**src/hdl/ddp_pkg.sv**
```systemverilog
// ddp_pkg: constants, timing counts and state codes for both link ends.
// assumes a single 20 MHz clock shared by both ends.
package ddp_pkg;
	localparam int CLK_MHZ = 20;
	localparam int NOUT = 11;
	localparam int NHB = 6;
	localparam int CNT_W = 15;
	localparam int SEL_W = 4;
	// times as printed, in ns; cycle counts round minimum times upward
	localparam int WAKE_WAIT_NS = 10000;
	localparam int WIN_NS = 256000;
	localparam int DIAG_NS = 32000;
	localparam int OL_NS = 1000000;
	localparam int OC_NS = 55000;
	localparam int BLANK_NS = 64000;
	localparam int TD_ON_NS = 8000;
	localparam int TD_OFF_NS = 8000;
	localparam int MINOFF_NS = WIN_NS - TD_ON_NS - TD_OFF_NS;
	localparam int XC_NS = 1000;
	localparam int REC_NS = 500000;
	localparam int CSN_HI_NS = 4000;
	localparam int WAKE_WAIT_CYC = (WAKE_WAIT_NS * CLK_MHZ + 999) / 1000;
	localparam int WIN_CYC = (WIN_NS * CLK_MHZ + 999) / 1000;
	localparam int DIAG_CYC = (DIAG_NS * CLK_MHZ + 999) / 1000;
	localparam int OL_CYC = (OL_NS * CLK_MHZ + 999) / 1000;
	localparam int OC_CYC = (OC_NS * CLK_MHZ + 999) / 1000;
	localparam int BLANK_CYC = (BLANK_NS * CLK_MHZ + 999) / 1000;
	localparam int MINOFF_CYC = (MINOFF_NS * CLK_MHZ + 999) / 1000;
	localparam int XC_CYC = (XC_NS * CLK_MHZ + 999) / 1000;
	localparam int REC_CYC = (REC_NS * CLK_MHZ + 999) / 1000;
	localparam int CSN_HI_CYC = (CSN_HI_NS * CLK_MHZ + 999) / 1000;
	// outputs 5, 8 and 10 gate from the shared pin, the rest from input a
	localparam logic [NOUT-1:0] PWM2_MASK = 11'h290;
	localparam logic [SEL_W-1:0] CM_NONE = 4'h0;
	// global diagnostic slots
	localparam int G_OV = 0;
	localparam int G_UV = 1;
	localparam int G_TW = 2;
	localparam int G_TSD = 3;
	localparam logic GUARD_RST = 1'b1;
	typedef enum logic [3:0] {
		ST_STBY = 4'b0001,
		ST_WAKE = 4'b0010,
		ST_ARM = 4'b0100,
		ST_RUN = 4'b1000
	} ddp_state_e;
	typedef enum logic [2:0] {
		HS_IDLE = 3'b001,
		HS_SEL = 3'b010,
		HS_REL = 3'b100
	} ddp_host_e;
endpackage

```
**src/hdl/ddp_link_if.sv**
```systemverilog
// ddp_link_if: parallel link between controller end and driver end.
// assumes both ends run on the same clock; no clocking block here.
`timescale 1ns/100ps
interface ddp_link_if;
	import ddp_pkg::*;
	logic chip_select_low;
	logic enable_hold;
	logic [NOUT-1:0] hs_ctrl;
	logic [NHB-1:0] ls_ctrl;
	logic [NOUT-1:0] pwm_en;
	logic [NOUT-1:0] oc_recov;
	logic sup_recov_dis;
	logic low_bat_guard;
	logic [SEL_W-1:0] cm_sel;
	logic [NOUT-1:0] clr_oc;
	logic [NOUT-1:0] clr_ol;
	logic clr_sup;
	logic clr_temp;
	logic [NOUT-1:0] oc_flag;
	logic [NOUT-1:0] ol_flag;
	logic [3:0] glb_flag;
	logic dev_awake;
	modport dev (
		input chip_select_low, enable_hold, hs_ctrl, ls_ctrl, pwm_en,
		input oc_recov, sup_recov_dis, low_bat_guard, cm_sel,
		input clr_oc, clr_ol, clr_sup, clr_temp,
		output oc_flag, ol_flag, glb_flag, dev_awake
	);
	modport mcu (
		output chip_select_low, enable_hold, hs_ctrl, ls_ctrl, pwm_en,
		output oc_recov, sup_recov_dis, low_bat_guard, cm_sel,
		output clr_oc, clr_ol, clr_sup, clr_temp,
		input oc_flag, ol_flag, glb_flag, dev_awake
	);
endinterface

```
**src/hdl/ddp_dev_end.sv**
```systemverilog
// ddp_dev_end: driver-side sequencing, diagnostics and output gating.
// assumes analog detector levels arrive synchronous to clk_in.
`timescale 1ns/100ps
module ddp_dev_end import ddp_pkg::*; #(
	parameter int P_WIN_CYC = WIN_CYC,
	parameter int P_OL_CYC = OL_CYC,
	parameter int P_MINOFF_CYC = MINOFF_CYC,
	parameter int P_REC_CYC = REC_CYC
) (
	input wire logic clk_in,
	input wire logic sys_rst_in,
	ddp_link_if.dev lnk,
	input wire logic vcc_low_in,
	input wire logic [NOUT-1:0] oc_det_in,
	input wire logic [NOUT-1:0] ul_det_in,
	input wire logic vs_ov_in,
	input wire logic vs_uv_in,
	input wire logic temp_warning_in,
	input wire logic thermal_shutdown_in,
	input wire logic pwm_input_a_in,
	input wire logic shared_monitor_pwm_pin_in,
	output logic shared_monitor_pwm_pin_out,
	output logic shared_monitor_pwm_pin_oe_n_out,
	output logic current_monitor_out,
	output logic [NOUT-1:0] power_output_n_out,
	output logic [NHB-1:0] ls_drv_out,
	output logic [NHB-1:0] fast_off_out,
	output logic outputs_hiz_out,
	output logic ec_hiz_out
);
	ddp_state_e state_r;
	logic [CNT_W-1:0] seq_cnt_r;
	logic wipe;
	logic run;
	logic block_all;
	logic sup_block;
	logic pwm_b;
	logic [3:0] g_cond;
	logic [3:0] g_hit;
	logic [3:0] g_ok;
	logic [3:0] g_clr;
	logic [3:0] g_flag_r;
	logic [NOUT-1:0] hs_r;
	logic [NOUT-1:0] hs_nxt;
	logic [NHB-1:0] ls_r;
	logic [NOUT-1:0] oc_flag_r;
	logic [NOUT-1:0] ol_flag_r;
	logic awake_r;
	logic hiz_r;
	logic ec_hiz_r;
	logic [SEL_W-1:0] cm_prev_r;
	logic [CNT_W-1:0] blank_cnt_r;
	logic cm_valid_r;
	logic pin_oe_n_r;
	logic cm_on;
	logic [SEL_W-1:0] cm_idx;

	// wake, keep-alive window and delayed driver enable
	always_ff @(posedge clk_in or posedge sys_rst_in) begin
		if (sys_rst_in) begin
			state_r <= ST_STBY;
			seq_cnt_r <= '0;
		end else if (vcc_low_in) begin
			state_r <= ST_STBY;
			seq_cnt_r <= '0;
		end else begin
			case (state_r)
				ST_STBY: begin
					seq_cnt_r <= '0;
					if (!lnk.chip_select_low) begin
						state_r <= ST_WAKE;
					end
				end
				ST_WAKE: begin
					if (lnk.enable_hold) begin
						state_r <= ST_ARM;
						seq_cnt_r <= '0;
					end else if (seq_cnt_r == CNT_W'(P_WIN_CYC - 1)) begin
						state_r <= ST_STBY;
					end else begin
						seq_cnt_r <= seq_cnt_r + 1'b1;
					end
				end
				ST_ARM: begin
					if (!lnk.enable_hold) begin
						state_r <= ST_STBY;
					end else if (!lnk.chip_select_low) begin
						seq_cnt_r <= '0;
					end else if (seq_cnt_r == CNT_W'(P_WIN_CYC - 1)) begin
						state_r <= ST_RUN;
					end else begin
						seq_cnt_r <= seq_cnt_r + 1'b1;
					end
				end
				ST_RUN: begin
					if (!lnk.enable_hold) begin
						state_r <= ST_STBY;
					end
				end
				default: state_r <= ST_STBY;
			endcase
		end
	end

	// window expiry and logic-supply loss both wipe latched state
	assign wipe = vcc_low_in | (state_r == ST_WAKE && !lnk.enable_hold
		&& seq_cnt_r == CNT_W'(P_WIN_CYC - 1));
	assign run = (state_r == ST_RUN);
	// low-battery guard keeps an undervoltage trip latched, so a short
	// to ground cannot make the supply bounce the drivers on and off
	assign sup_block = g_ok[G_OV] | g_ok[G_UV]
		| ((lnk.sup_recov_dis | lnk.low_bat_guard) & g_flag_r[G_UV])
		| (lnk.sup_recov_dis & g_flag_r[G_OV]);
	assign block_all = !run | sup_block | g_flag_r[G_TSD];
	assign g_cond = {thermal_shutdown_in, temp_warning_in, vs_uv_in,
		vs_ov_in};
	// temperature flags only clear once the condition has gone
	assign g_clr = {lnk.clr_temp & !g_cond[G_TSD],
		lnk.clr_temp & !g_cond[G_TW], lnk.clr_sup, lnk.clr_sup};
	// shared pin is an input whenever no output is selected or the device is not running
	assign pwm_b = pin_oe_n_r ? shared_monitor_pwm_pin_in : 1'b0;

	genvar g;
	generate
		for (g = 0; g < 4; g++) begin : g_glb
			logic [CNT_W-1:0] cnt_r;
			assign g_hit[g] = g_cond[g] && cnt_r == CNT_W'(DIAG_CYC - 1);
			assign g_ok[g] = (cnt_r == CNT_W'(DIAG_CYC));
			// filter: condition must hold without a gap
			always_ff @(posedge clk_in or posedge sys_rst_in) begin
				if (sys_rst_in) begin
					cnt_r <= '0;
				end else if (!g_cond[g] || wipe) begin
					cnt_r <= '0;
				end else if (cnt_r != CNT_W'(DIAG_CYC)) begin
					cnt_r <= cnt_r + 1'b1;
				end
			end
			// sticky flag; a new hit beats a clear in the same cycle
			always_ff @(posedge clk_in or posedge sys_rst_in) begin
				if (sys_rst_in) begin
					g_flag_r[g] <= 1'b0;
				end else if (wipe) begin
					g_flag_r[g] <= 1'b0;
				end else if (g_hit[g]) begin
					g_flag_r[g] <= 1'b1;
				end else if (g_clr[g]) begin
					g_flag_r[g] <= 1'b0;
				end
			end
		end

		for (g = 0; g < NOUT; g++) begin : g_out
			logic [CNT_W-1:0] oc_cnt_r;
			logic [CNT_W-1:0] ol_cnt_r;
			logic [CNT_W-1:0] rec_cnt_r;
			logic [CNT_W-1:0] mo_cnt_r;
			logic oc_off_r;
			logic oc_hit;
			logic ol_hit;
			logic act;
			logic want;
			logic src;
			assign act = hs_r[g] | (g < NHB ? ls_r[g % NHB] : 1'b0);
			assign oc_hit = oc_det_in[g] && oc_cnt_r == CNT_W'(OC_CYC - 1);
			assign ol_hit = act && ul_det_in[g]
				&& ol_cnt_r == CNT_W'(P_OL_CYC - 1);
			assign src = PWM2_MASK[g] ? pwm_b : pwm_input_a_in;
			// under-current and warning are absent here by design
			assign want = (lnk.pwm_en[g] ? src & lnk.hs_ctrl[g]
				: lnk.hs_ctrl[g])
				& !oc_off_r & !block_all & mo_cnt_r == '0;
			// diagnostic filters
			always_ff @(posedge clk_in or posedge sys_rst_in) begin
				if (sys_rst_in) begin
					oc_cnt_r <= '0;
					ol_cnt_r <= '0;
				end else begin
					if (!oc_det_in[g] || wipe) begin
						oc_cnt_r <= '0;
					end else if (oc_cnt_r != CNT_W'(OC_CYC)) begin
						oc_cnt_r <= oc_cnt_r + 1'b1;
					end
					if (!(act && ul_det_in[g]) || wipe) begin
						ol_cnt_r <= '0;
					end else if (ol_cnt_r != CNT_W'(P_OL_CYC)) begin
						ol_cnt_r <= ol_cnt_r + 1'b1;
					end
				end
			end
			// status flags, set wins over clear
			always_ff @(posedge clk_in or posedge sys_rst_in) begin
				if (sys_rst_in) begin
					oc_flag_r[g] <= 1'b0;
					ol_flag_r[g] <= 1'b0;
				end else if (wipe) begin
					oc_flag_r[g] <= 1'b0;
					ol_flag_r[g] <= 1'b0;
				end else begin
					if (oc_hit) begin
						oc_flag_r[g] <= 1'b1;
					end else if (lnk.clr_oc[g]) begin
						oc_flag_r[g] <= 1'b0;
					end
					if (ol_hit) begin
						ol_flag_r[g] <= 1'b1;
					end else if (lnk.clr_ol[g]) begin
						ol_flag_r[g] <= 1'b0;
					end
				end
			end
			// over-current lockout and timed recovery
			always_ff @(posedge clk_in or posedge sys_rst_in) begin
				if (sys_rst_in) begin
					oc_off_r <= 1'b0;
					rec_cnt_r <= '0;
				end else if (wipe) begin
					oc_off_r <= 1'b0;
					rec_cnt_r <= '0;
				end else if (oc_hit) begin
					oc_off_r <= 1'b1;
					rec_cnt_r <= '0;
				end else if (oc_off_r && lnk.oc_recov[g]) begin
					if (rec_cnt_r == CNT_W'(P_REC_CYC - 1)) begin
						oc_off_r <= 1'b0;
					end else begin
						rec_cnt_r <= rec_cnt_r + 1'b1;
					end
				end else if (oc_off_r && !oc_flag_r[g]) begin
					oc_off_r <= 1'b0;
				end
			end
			// pwm minimum off time, so the slope is not re-triggered
			always_ff @(posedge clk_in or posedge sys_rst_in) begin
				if (sys_rst_in) begin
					mo_cnt_r <= '0;
				end else if (lnk.pwm_en[g] && hs_r[g] && !hs_nxt[g]) begin
					mo_cnt_r <= CNT_W'(P_MINOFF_CYC);
				end else if (mo_cnt_r != '0) begin
					mo_cnt_r <= mo_cnt_r - 1'b1;
				end
			end
			if (g < NHB) begin : g_hb
				logic [CNT_W-1:0] xc_cnt_r;
				logic ls_want;
				logic hs_go;
				logic ls_go;
				logic ls_nxt;
				logic fo_r;
				assign ls_want = lnk.ls_ctrl[g] & !oc_off_r & !block_all;
				assign hs_go = want && !ls_r[g] && xc_cnt_r == '0;
				assign ls_go = ls_want && !hs_r[g] && xc_cnt_r == '0
					&& !hs_go;
				assign hs_nxt[g] = want & (hs_r[g] | hs_go);
				assign ls_nxt = ls_want & (ls_r[g] | ls_go);
				// dead time: any switch-off delays the opposite side
				always_ff @(posedge clk_in or posedge sys_rst_in) begin
					if (sys_rst_in) begin
						ls_r[g] <= 1'b0;
						xc_cnt_r <= '0;
						fo_r <= 1'b0;
					end else begin
						ls_r[g] <= ls_nxt;
						fo_r <= (xc_cnt_r == CNT_W'(1));
						if ((hs_r[g] && !hs_nxt[g]) || (ls_r[g] && !ls_nxt)) begin
							xc_cnt_r <= CNT_W'(XC_CYC);
						end else if (xc_cnt_r != '0) begin
							xc_cnt_r <= xc_cnt_r - 1'b1;
						end
					end
				end
				assign fast_off_out[g] = fo_r;
			end else begin : g_hs
				assign hs_nxt[g] = want;
			end
		end
	endgenerate

	// driver state, tristate and status registers toward the link
	always_ff @(posedge clk_in or posedge sys_rst_in) begin
		if (sys_rst_in) begin
			hs_r <= '0;
			hiz_r <= 1'b1;
			ec_hiz_r <= 1'b1;
			awake_r <= 1'b0;
		end else begin
			hs_r <= hs_nxt;
			hiz_r <= block_all | wipe;
			ec_hiz_r <= !run | sup_block | wipe;
			awake_r <= (state_r != ST_STBY) && !wipe;
		end
	end

	// monitor routing and blanking after the selected driver turns on
	assign cm_idx = lnk.cm_sel - 1'b1;
	assign cm_on = lnk.cm_sel != CM_NONE
		&& lnk.cm_sel <= SEL_W'(NOUT) && hs_r[cm_idx];
	always_ff @(posedge clk_in or posedge sys_rst_in) begin
		if (sys_rst_in) begin
			cm_prev_r <= CM_NONE;
			blank_cnt_r <= '0;
			cm_valid_r <= 1'b0;
			pin_oe_n_r <= 1'b1;
		end else begin
			cm_prev_r <= lnk.cm_sel;
			pin_oe_n_r <= (lnk.cm_sel == CM_NONE) | !run;
			if (!cm_on || cm_prev_r != lnk.cm_sel) begin
				blank_cnt_r <= '0;
				cm_valid_r <= 1'b0;
			end else if (blank_cnt_r == CNT_W'(BLANK_CYC - 1)) begin
				cm_valid_r <= 1'b1;
			end else begin
				blank_cnt_r <= blank_cnt_r + 1'b1;
			end
		end
	end

	assign power_output_n_out = hs_r;
	assign ls_drv_out = ls_r;
	assign outputs_hiz_out = hiz_r;
	assign ec_hiz_out = ec_hiz_r;
	assign current_monitor_out = cm_valid_r;
	assign shared_monitor_pwm_pin_out = cm_valid_r;
	assign shared_monitor_pwm_pin_oe_n_out = pin_oe_n_r;
	assign lnk.oc_flag = oc_flag_r;
	assign lnk.ol_flag = ol_flag_r;
	assign lnk.glb_flag = g_flag_r;
	assign lnk.dev_awake = awake_r;
endmodule

```
**src/flat_wrapper.sv**
```systemverilog
// flat-port wrapper written by rule: the top's interface ports become plain ports
module ddp_dev_end_flat import ddp_pkg::*;
#(
	parameter int P_WIN_CYC = WIN_CYC,
	parameter int P_OL_CYC = OL_CYC,
	parameter int P_MINOFF_CYC = MINOFF_CYC,
	parameter int P_REC_CYC = REC_CYC
)
  (clk_in, sys_rst_in, vcc_low_in, oc_det_in, ul_det_in, vs_ov_in, vs_uv_in, temp_warning_in, thermal_shutdown_in, pwm_input_a_in, shared_monitor_pwm_pin_in, shared_monitor_pwm_pin_out, shared_monitor_pwm_pin_oe_n_out, current_monitor_out, power_output_n_out, ls_drv_out, fast_off_out, outputs_hiz_out, ec_hiz_out, lnk_chip_select_low, lnk_enable_hold, lnk_hs_ctrl, lnk_ls_ctrl, lnk_pwm_en, lnk_oc_recov, lnk_sup_recov_dis, lnk_low_bat_guard, lnk_cm_sel, lnk_clr_oc, lnk_clr_ol, lnk_clr_sup, lnk_clr_temp, lnk_oc_flag, lnk_ol_flag, lnk_glb_flag, lnk_dev_awake);
  ddp_link_if lnk_i ();
  input wire logic clk_in;
  input wire logic sys_rst_in;
  input wire logic vcc_low_in;
  input wire logic [NOUT-1:0] oc_det_in;
  input wire logic [NOUT-1:0] ul_det_in;
  input wire logic vs_ov_in;
  input wire logic vs_uv_in;
  input wire logic temp_warning_in;
  input wire logic thermal_shutdown_in;
  input wire logic pwm_input_a_in;
  input wire logic shared_monitor_pwm_pin_in;
  output logic shared_monitor_pwm_pin_out;
  output logic shared_monitor_pwm_pin_oe_n_out;
  output logic current_monitor_out;
  output logic [NOUT-1:0] power_output_n_out;
  output logic [NHB-1:0] ls_drv_out;
  output logic [NHB-1:0] fast_off_out;
  output logic outputs_hiz_out;
  output logic ec_hiz_out;
  input wire logic [$bits(lnk_i.chip_select_low)-1:0] lnk_chip_select_low;
  input wire logic [$bits(lnk_i.enable_hold)-1:0] lnk_enable_hold;
  input wire logic [$bits(lnk_i.hs_ctrl)-1:0] lnk_hs_ctrl;
  input wire logic [$bits(lnk_i.ls_ctrl)-1:0] lnk_ls_ctrl;
  input wire logic [$bits(lnk_i.pwm_en)-1:0] lnk_pwm_en;
  input wire logic [$bits(lnk_i.oc_recov)-1:0] lnk_oc_recov;
  input wire logic [$bits(lnk_i.sup_recov_dis)-1:0] lnk_sup_recov_dis;
  input wire logic [$bits(lnk_i.low_bat_guard)-1:0] lnk_low_bat_guard;
  input wire logic [$bits(lnk_i.cm_sel)-1:0] lnk_cm_sel;
  input wire logic [$bits(lnk_i.clr_oc)-1:0] lnk_clr_oc;
  input wire logic [$bits(lnk_i.clr_ol)-1:0] lnk_clr_ol;
  input wire logic [$bits(lnk_i.clr_sup)-1:0] lnk_clr_sup;
  input wire logic [$bits(lnk_i.clr_temp)-1:0] lnk_clr_temp;
  output wire logic [$bits(lnk_i.oc_flag)-1:0] lnk_oc_flag;
  output wire logic [$bits(lnk_i.ol_flag)-1:0] lnk_ol_flag;
  output wire logic [$bits(lnk_i.glb_flag)-1:0] lnk_glb_flag;
  output wire logic [$bits(lnk_i.dev_awake)-1:0] lnk_dev_awake;
  assign lnk_i.chip_select_low = lnk_chip_select_low;
  assign lnk_i.enable_hold = lnk_enable_hold;
  assign lnk_i.hs_ctrl = lnk_hs_ctrl;
  assign lnk_i.ls_ctrl = lnk_ls_ctrl;
  assign lnk_i.pwm_en = lnk_pwm_en;
  assign lnk_i.oc_recov = lnk_oc_recov;
  assign lnk_i.sup_recov_dis = lnk_sup_recov_dis;
  assign lnk_i.low_bat_guard = lnk_low_bat_guard;
  assign lnk_i.cm_sel = lnk_cm_sel;
  assign lnk_i.clr_oc = lnk_clr_oc;
  assign lnk_i.clr_ol = lnk_clr_ol;
  assign lnk_i.clr_sup = lnk_clr_sup;
  assign lnk_i.clr_temp = lnk_clr_temp;
  assign lnk_oc_flag = lnk_i.oc_flag;
  assign lnk_ol_flag = lnk_i.ol_flag;
  assign lnk_glb_flag = lnk_i.glb_flag;
  assign lnk_dev_awake = lnk_i.dev_awake;
  ddp_dev_end #(.P_WIN_CYC(P_WIN_CYC), .P_OL_CYC(P_OL_CYC), .P_MINOFF_CYC(P_MINOFF_CYC), .P_REC_CYC(P_REC_CYC)) u_core (.clk_in(clk_in), .sys_rst_in(sys_rst_in), .lnk(lnk_i), .vcc_low_in(vcc_low_in), .oc_det_in(oc_det_in), .ul_det_in(ul_det_in), .vs_ov_in(vs_ov_in), .vs_uv_in(vs_uv_in), .temp_warning_in(temp_warning_in), .thermal_shutdown_in(thermal_shutdown_in), .pwm_input_a_in(pwm_input_a_in), .shared_monitor_pwm_pin_in(shared_monitor_pwm_pin_in), .shared_monitor_pwm_pin_out(shared_monitor_pwm_pin_out), .shared_monitor_pwm_pin_oe_n_out(shared_monitor_pwm_pin_oe_n_out), .current_monitor_out(current_monitor_out), .power_output_n_out(power_output_n_out), .ls_drv_out(ls_drv_out), .fast_off_out(fast_off_out), .outputs_hiz_out(outputs_hiz_out), .ec_hiz_out(ec_hiz_out));
endmodule
```
**config.mk**
```make
export PLATFORM = sky130hd
export DESIGN_NAME = ddp_dev_end_flat
export DESIGN_NICKNAME = d
export VERILOG_FILES = /design/src/hdl/ddp_pkg.sv /design/src/hdl/ddp_link_if.sv /design/src/hdl/ddp_dev_end.sv /design/src/flat_wrapper.sv
export SDC_FILE = /design/constraint.sdc
export NUM_CORES = 2
export LEC_CHECK = 0
export BUFFER_PORTS_ARGS = -buffer_cell sky130_fd_sc_hd__buf_2
export CORE_ASPECT_RATIO = 2
export CORE_MARGIN = 3
export CORE_UTILIZATION = 65
export DETAILED_ROUTE_END_ITERATION = 16
export PLACE_DENSITY_LB_ADDON = 0.15
export SETUP_SLACK_MARGIN = 0.1
export SLEW_MARGIN = 20
export SYNTH_ARGS = -nofsm -noshare
export SYNTH_HDL_FRONTEND = slang
export SYNTH_SLANG_ARGS = --single-unit
export TNS_END_PERCENT = 30
```
**constraint.sdc**
```tcl
create_clock -name clk_in -period 81 [get_ports clk_in]
set_input_delay 16.2 -clock clk_in [delete_from_list [all_inputs] [get_ports clk_in]]
set_output_delay 16.2 -clock clk_in [all_outputs]
set_load 0.01 [all_outputs]
```
==> metrics.md <==
| Metric | Value |
|---|---|
| Largest net degree at the start of global routing | `190` |
| Startpoint types | `primary input` |
| Crit-path cells | `buf_2, a21oi_1, o21ai_2, or4_2, buf_4, o21a_1, or4_1` |
| Status | `finished, final reports clean` |
| Syn-to-layout area delta | `9.165%` |
| FF-to-FF path depth | `6` |
| CP endpoint kind | `flop` |
| Slowest Stage Delay on Critical Path | `0.85 ns` |
| Final worst path period need | `18.47 ns` |
| Simple-gate share of the synthesized area | `27.77%` |
| Tcrit/Tclk final | `22.80%` |
| Mux share of post-synthesis cell area | `0.7424%` |
| Die area | `75,530 um^2` |
| Cell family with most CP delay | `simple AND/OR/NAND/NOR gates` |
| Initial DRC Count | `1,887` |
| Initial Util | `65.86%` |
| Fin cells | `6,008` |
| Most numerous cell in the Yosys netlist | `dfrtp_1` |
| Post-CTS Setup Inserts | `0` |
| HPWL Detailed | `72,090 um` |
| Post-synthesis xor/xnor area fraction | `12.19%` |
| Adder-Cell Fraction of Synth Area | `2.403%` |
| Synth area leaders | `dfrtp_1 (49%), nor2_1 (6.9%), xor2_1 (6.9%), xnor2_1 (5.3%), nand3_1 (2.7%)` |
| Hold path depth | `1` |
| CTS root buffer | `clkbuf_16` |
| Reg-to-Reg Start | `u_core.state_r[1]` |
| Sequential fraction of the synthesis area | `48.77%` |
| Worst Hold Class | `reg2reg` |
| Final Max Tran Viols | `0` |
| TritonCTS clock tree | `built` |
| Setup TNS | `0 ns` |
| Vias in the first global route | `36,720` |
| Max stage delay cell, worst path | `or4_2` |
| Critical Path Start | `lnk_low_bat_guard` |
| Synth area leader | `dfrtp_1` |
| First-pass GRT wire length | `175,600 um` |
| Synth top cells by count | `dfrtp_1 (909), nor2_1 (857), xor2_1 (367), nand2_1 (306), xnor2_1 (285)` |
| Syn Area/Cell | `9.542 um^2` |
| Fill cells | `5,418` |
| Gate Count Post-Synth | `4,910` |
| Cell count after placement | `5,855` |
| Hold Buf Count CTS | `0` |
| GRT overflow | `0` |
| Hold Path Sink | `u_core.g_out[10].mo_cnt_r[6]` |
| CP Buf/Inv Count | `2` |
| Final WL | `104,600 um` |
| CP max FO | `29` |
| Post-synthesis cell area | `46,850 um^2` |
| WS Path Type | `in2reg` |
| Unrepaired setup endpoints after global routing | `no` |
| Most used DFF post-synth | `dfrtp_1` |
| Via count | `36,372` |
| Final Skew | `0.02001 ns` |
| YS warnings | `0` |
| Net Switching | `0.1911 mW` |
| Ports | `157` |
| Yosys top cell area share | `48.55%` |
| Share of cells above drive strength 1 | `7.561%` |
| Number of max-cap violations | `0` |
| Reg2reg setup slack | `77.42 ns` |
| Sink Count | `913` |
| Reg-to-Reg End | `u_core.g_out[5].g_hb.xc_cnt_r[2]` |
| Peak supply drop | `0.02271 mV` |
| Core area | `71,140 um^2` |
| Distinct cells, synth | `81` |
| Async SR Flop Fraction | `100.0%` |
| Post-cts sizing count | `0` |
| Post-synthesis register bit count | `913` |
| Leakage power | `21.12 nW` |
| Clock latency on the worst-skew pair | `0.66 ns` |
| Fin. Hold Viols | `0` |
| Avg WL per Cell | `17.42 um` |
| DIE HEIGHT | `385.7 um` |
| Largest family of logic cells by synthesized area | `simple AND/OR/NAND/NOR gates` |
| Final design utilization | `71.90%` |
| H-tree levels | `3` |
| Post-synth EDFFs | `0` |
| Antenna Nets Post-Route | `0` |
| Worst Hold Launch | `u_core.g_out[10].mo_cnt_r[6]` |
| Number of buffers created by CTS | `80` |
| Worst-margin pin slew | `1.063 ns` |
| Core Rows | `138` |
| Register cell area after layout | `22,850 um^2` |
| Gpl congestion | `0.8769` |
| Nets@finish | `5,220` |
| Arr. time, crit path | `18.99 ns` |
| Int Power | `0.6877 mW` |
| Clock Tree Buf Depth | `3` |
| Combinational power share | `2.6%` |
| Die width | `195.8 um` |
| Fmax | `0.05416 GHz` |
| I/O Buffers | `156` |
| Syn_nets | `5,102` |
| Setup violators final | `0` |
| Sw Share | `21.75%` |
| GRT Util Overall | `27.69%` |
| Clock transition at path regs | `0.06 ns` |
| Via-to-Cell Ratio | `6.054` |
| Synth Area in Compound Gates | `5.424%` |
| Pwr per Cell Area | `17.18 nW/um^2` |
| Worst path required time | `81.53 ns` |
| Max-Slew Margin vs Limit | `28.47%` |
| DRC violations left | `0` |
| Multi-input gate area | `22,840 um^2` |
| Initial antenna violation count | `9` |
| Sequential Power Share | `52.1%` |
| Clk pwr share | `45.2%` |
| Pre-antenna DRT Iters | `6` |
cells in the final DEF (no fill, tap or decap), types with 106 or more instances in the layout:
cell type | netlist | final
dfrtp_1 | 909 | 909
nor2_1 | 857 | 857
xor2_1 | 367 | 367
nand2_1 | 306 | 306
xnor2_1 | 285 | 285
nand3_1 | 251 | 251
nor3_1 | 210 | 210
nand4_1 | 183 | 183
and3_1 | 178 | 178
buf_2 | 60 | 156
a21oi_1 | 152 | 152
inv_1 | 152 | 151
nor4_1 | 108 | 106
power by group through the flow:
| stage | sequential (mW) | clock (mW) | combinational, mW |
|---|---|---|---|
| floorplan | 0.467 | 0 | 0.0146 |
| global placement | 0.467 | 0 | 0.0233 |
| detailed placement | 0.467 | 0 | 0.0238 |
| CTS | 0.458 | 0.406 | 0.0238 |
| global route | 0.458 | 0.424 | 0.0264 |
| finish | 0.458 | 0.398 | 0.0232 |
cells by family (layout without fill, tap and decap cells):
group,count (synthesis),after routing
AO/OA/AOI/OAI,388,388
XOR/XNOR,652,652
adder cells (fa/ha/maj),90,90
buffers and inverters,300,482
flip-flops,913,913
multiplexers,32,32
other,0,6
AND/OR/NAND/NOR,2535,2535
sequential cells by signal, summed over array words and instances, names as in the netlist, 4 cells and up:
register / count
u_core.lnk.oc_flag: 11
u_core.g_out.mo_cnt_r: 165
u_core.g_out.g_hb.xc_cnt_r: 90
u_core.state_r: 4
u_core.cm_prev_r: 4
u_core.lnk.glb_flag: 4
u_core.g_glb.cnt_r: 60
u_core.seq_cnt_r: 15
u_core.blank_cnt_r: 15
u_core.g_out.oc_off_r: 11
u_core.ls_drv_out: 6
u_core.g_out.g_hb.fo_r: 6
u_core.lnk.ol_flag: 11
u_core.power_output_n_out: 11
u_core.g_out.rec_cnt_r: 165
u_core.g_out.ol_cnt_r: 165
u_core.g_out.oc_cnt_r: 165
layer usage:
metal | GRT usage (%) | routed length [um] | vias to the layer above
met5 | 0 | 55 | -
met3 | 4.274 | 4470 | 213
met1 | 32.02 | 40860 | 18008
met2 | 51.31 | 55910 | 753
li1 | - | - | 17390
met4 | 10.72 | 3353 | 8
per-stage QoR:
stage,worst slack [ns],instance area [um^2],hold slack [ns],total power [mW]
5_1_grt,62.48,51130,0.5178,0.9083
6_report,62.54,51150,0.4866,0.8788
3_3_place_gp,61.90,48350,0.4736,0.4898
4_1_cts,62.58,51060,0.4951,0.8881
3_5_place_dp,61.88,48360,0.4807,0.4903
2_1_floorplan,39.14,46850,0.4455,0.4816
cell type report:
type | count | area share, %
flip-flops and latches | 913 | 44.68
multi-input cells | 3697 | 44.65
clock buffers | 118 | 4.553
well taps | 910 | 2.226
repair buffers | 184 | 2.008
inverters | 152 | 1.130
clock inverters | 28 | 0.7217
diodes | 6 | 0.02936
worst max-delay path by stage:
stage	slack, ns	cells after the start	end
floorplan	39.14	1	u_core.blank_cnt_r[0]
global placement	61.90	7	u_core.g_out[8].mo_cnt_r[9]
detailed placement	61.88	7	u_core.g_out[5].g_hb.xc_cnt_r[2]
CTS	62.58	7	u_core.g_out[8].mo_cnt_r[9]
global route	62.48	7	u_core.g_out[5].g_hb.xc_cnt_r[2]
finish	62.54	7	u_core.g_out[5].g_hb.xc_cnt_r[2]
No activity file was read; power rests on OpenSTA's default activity.
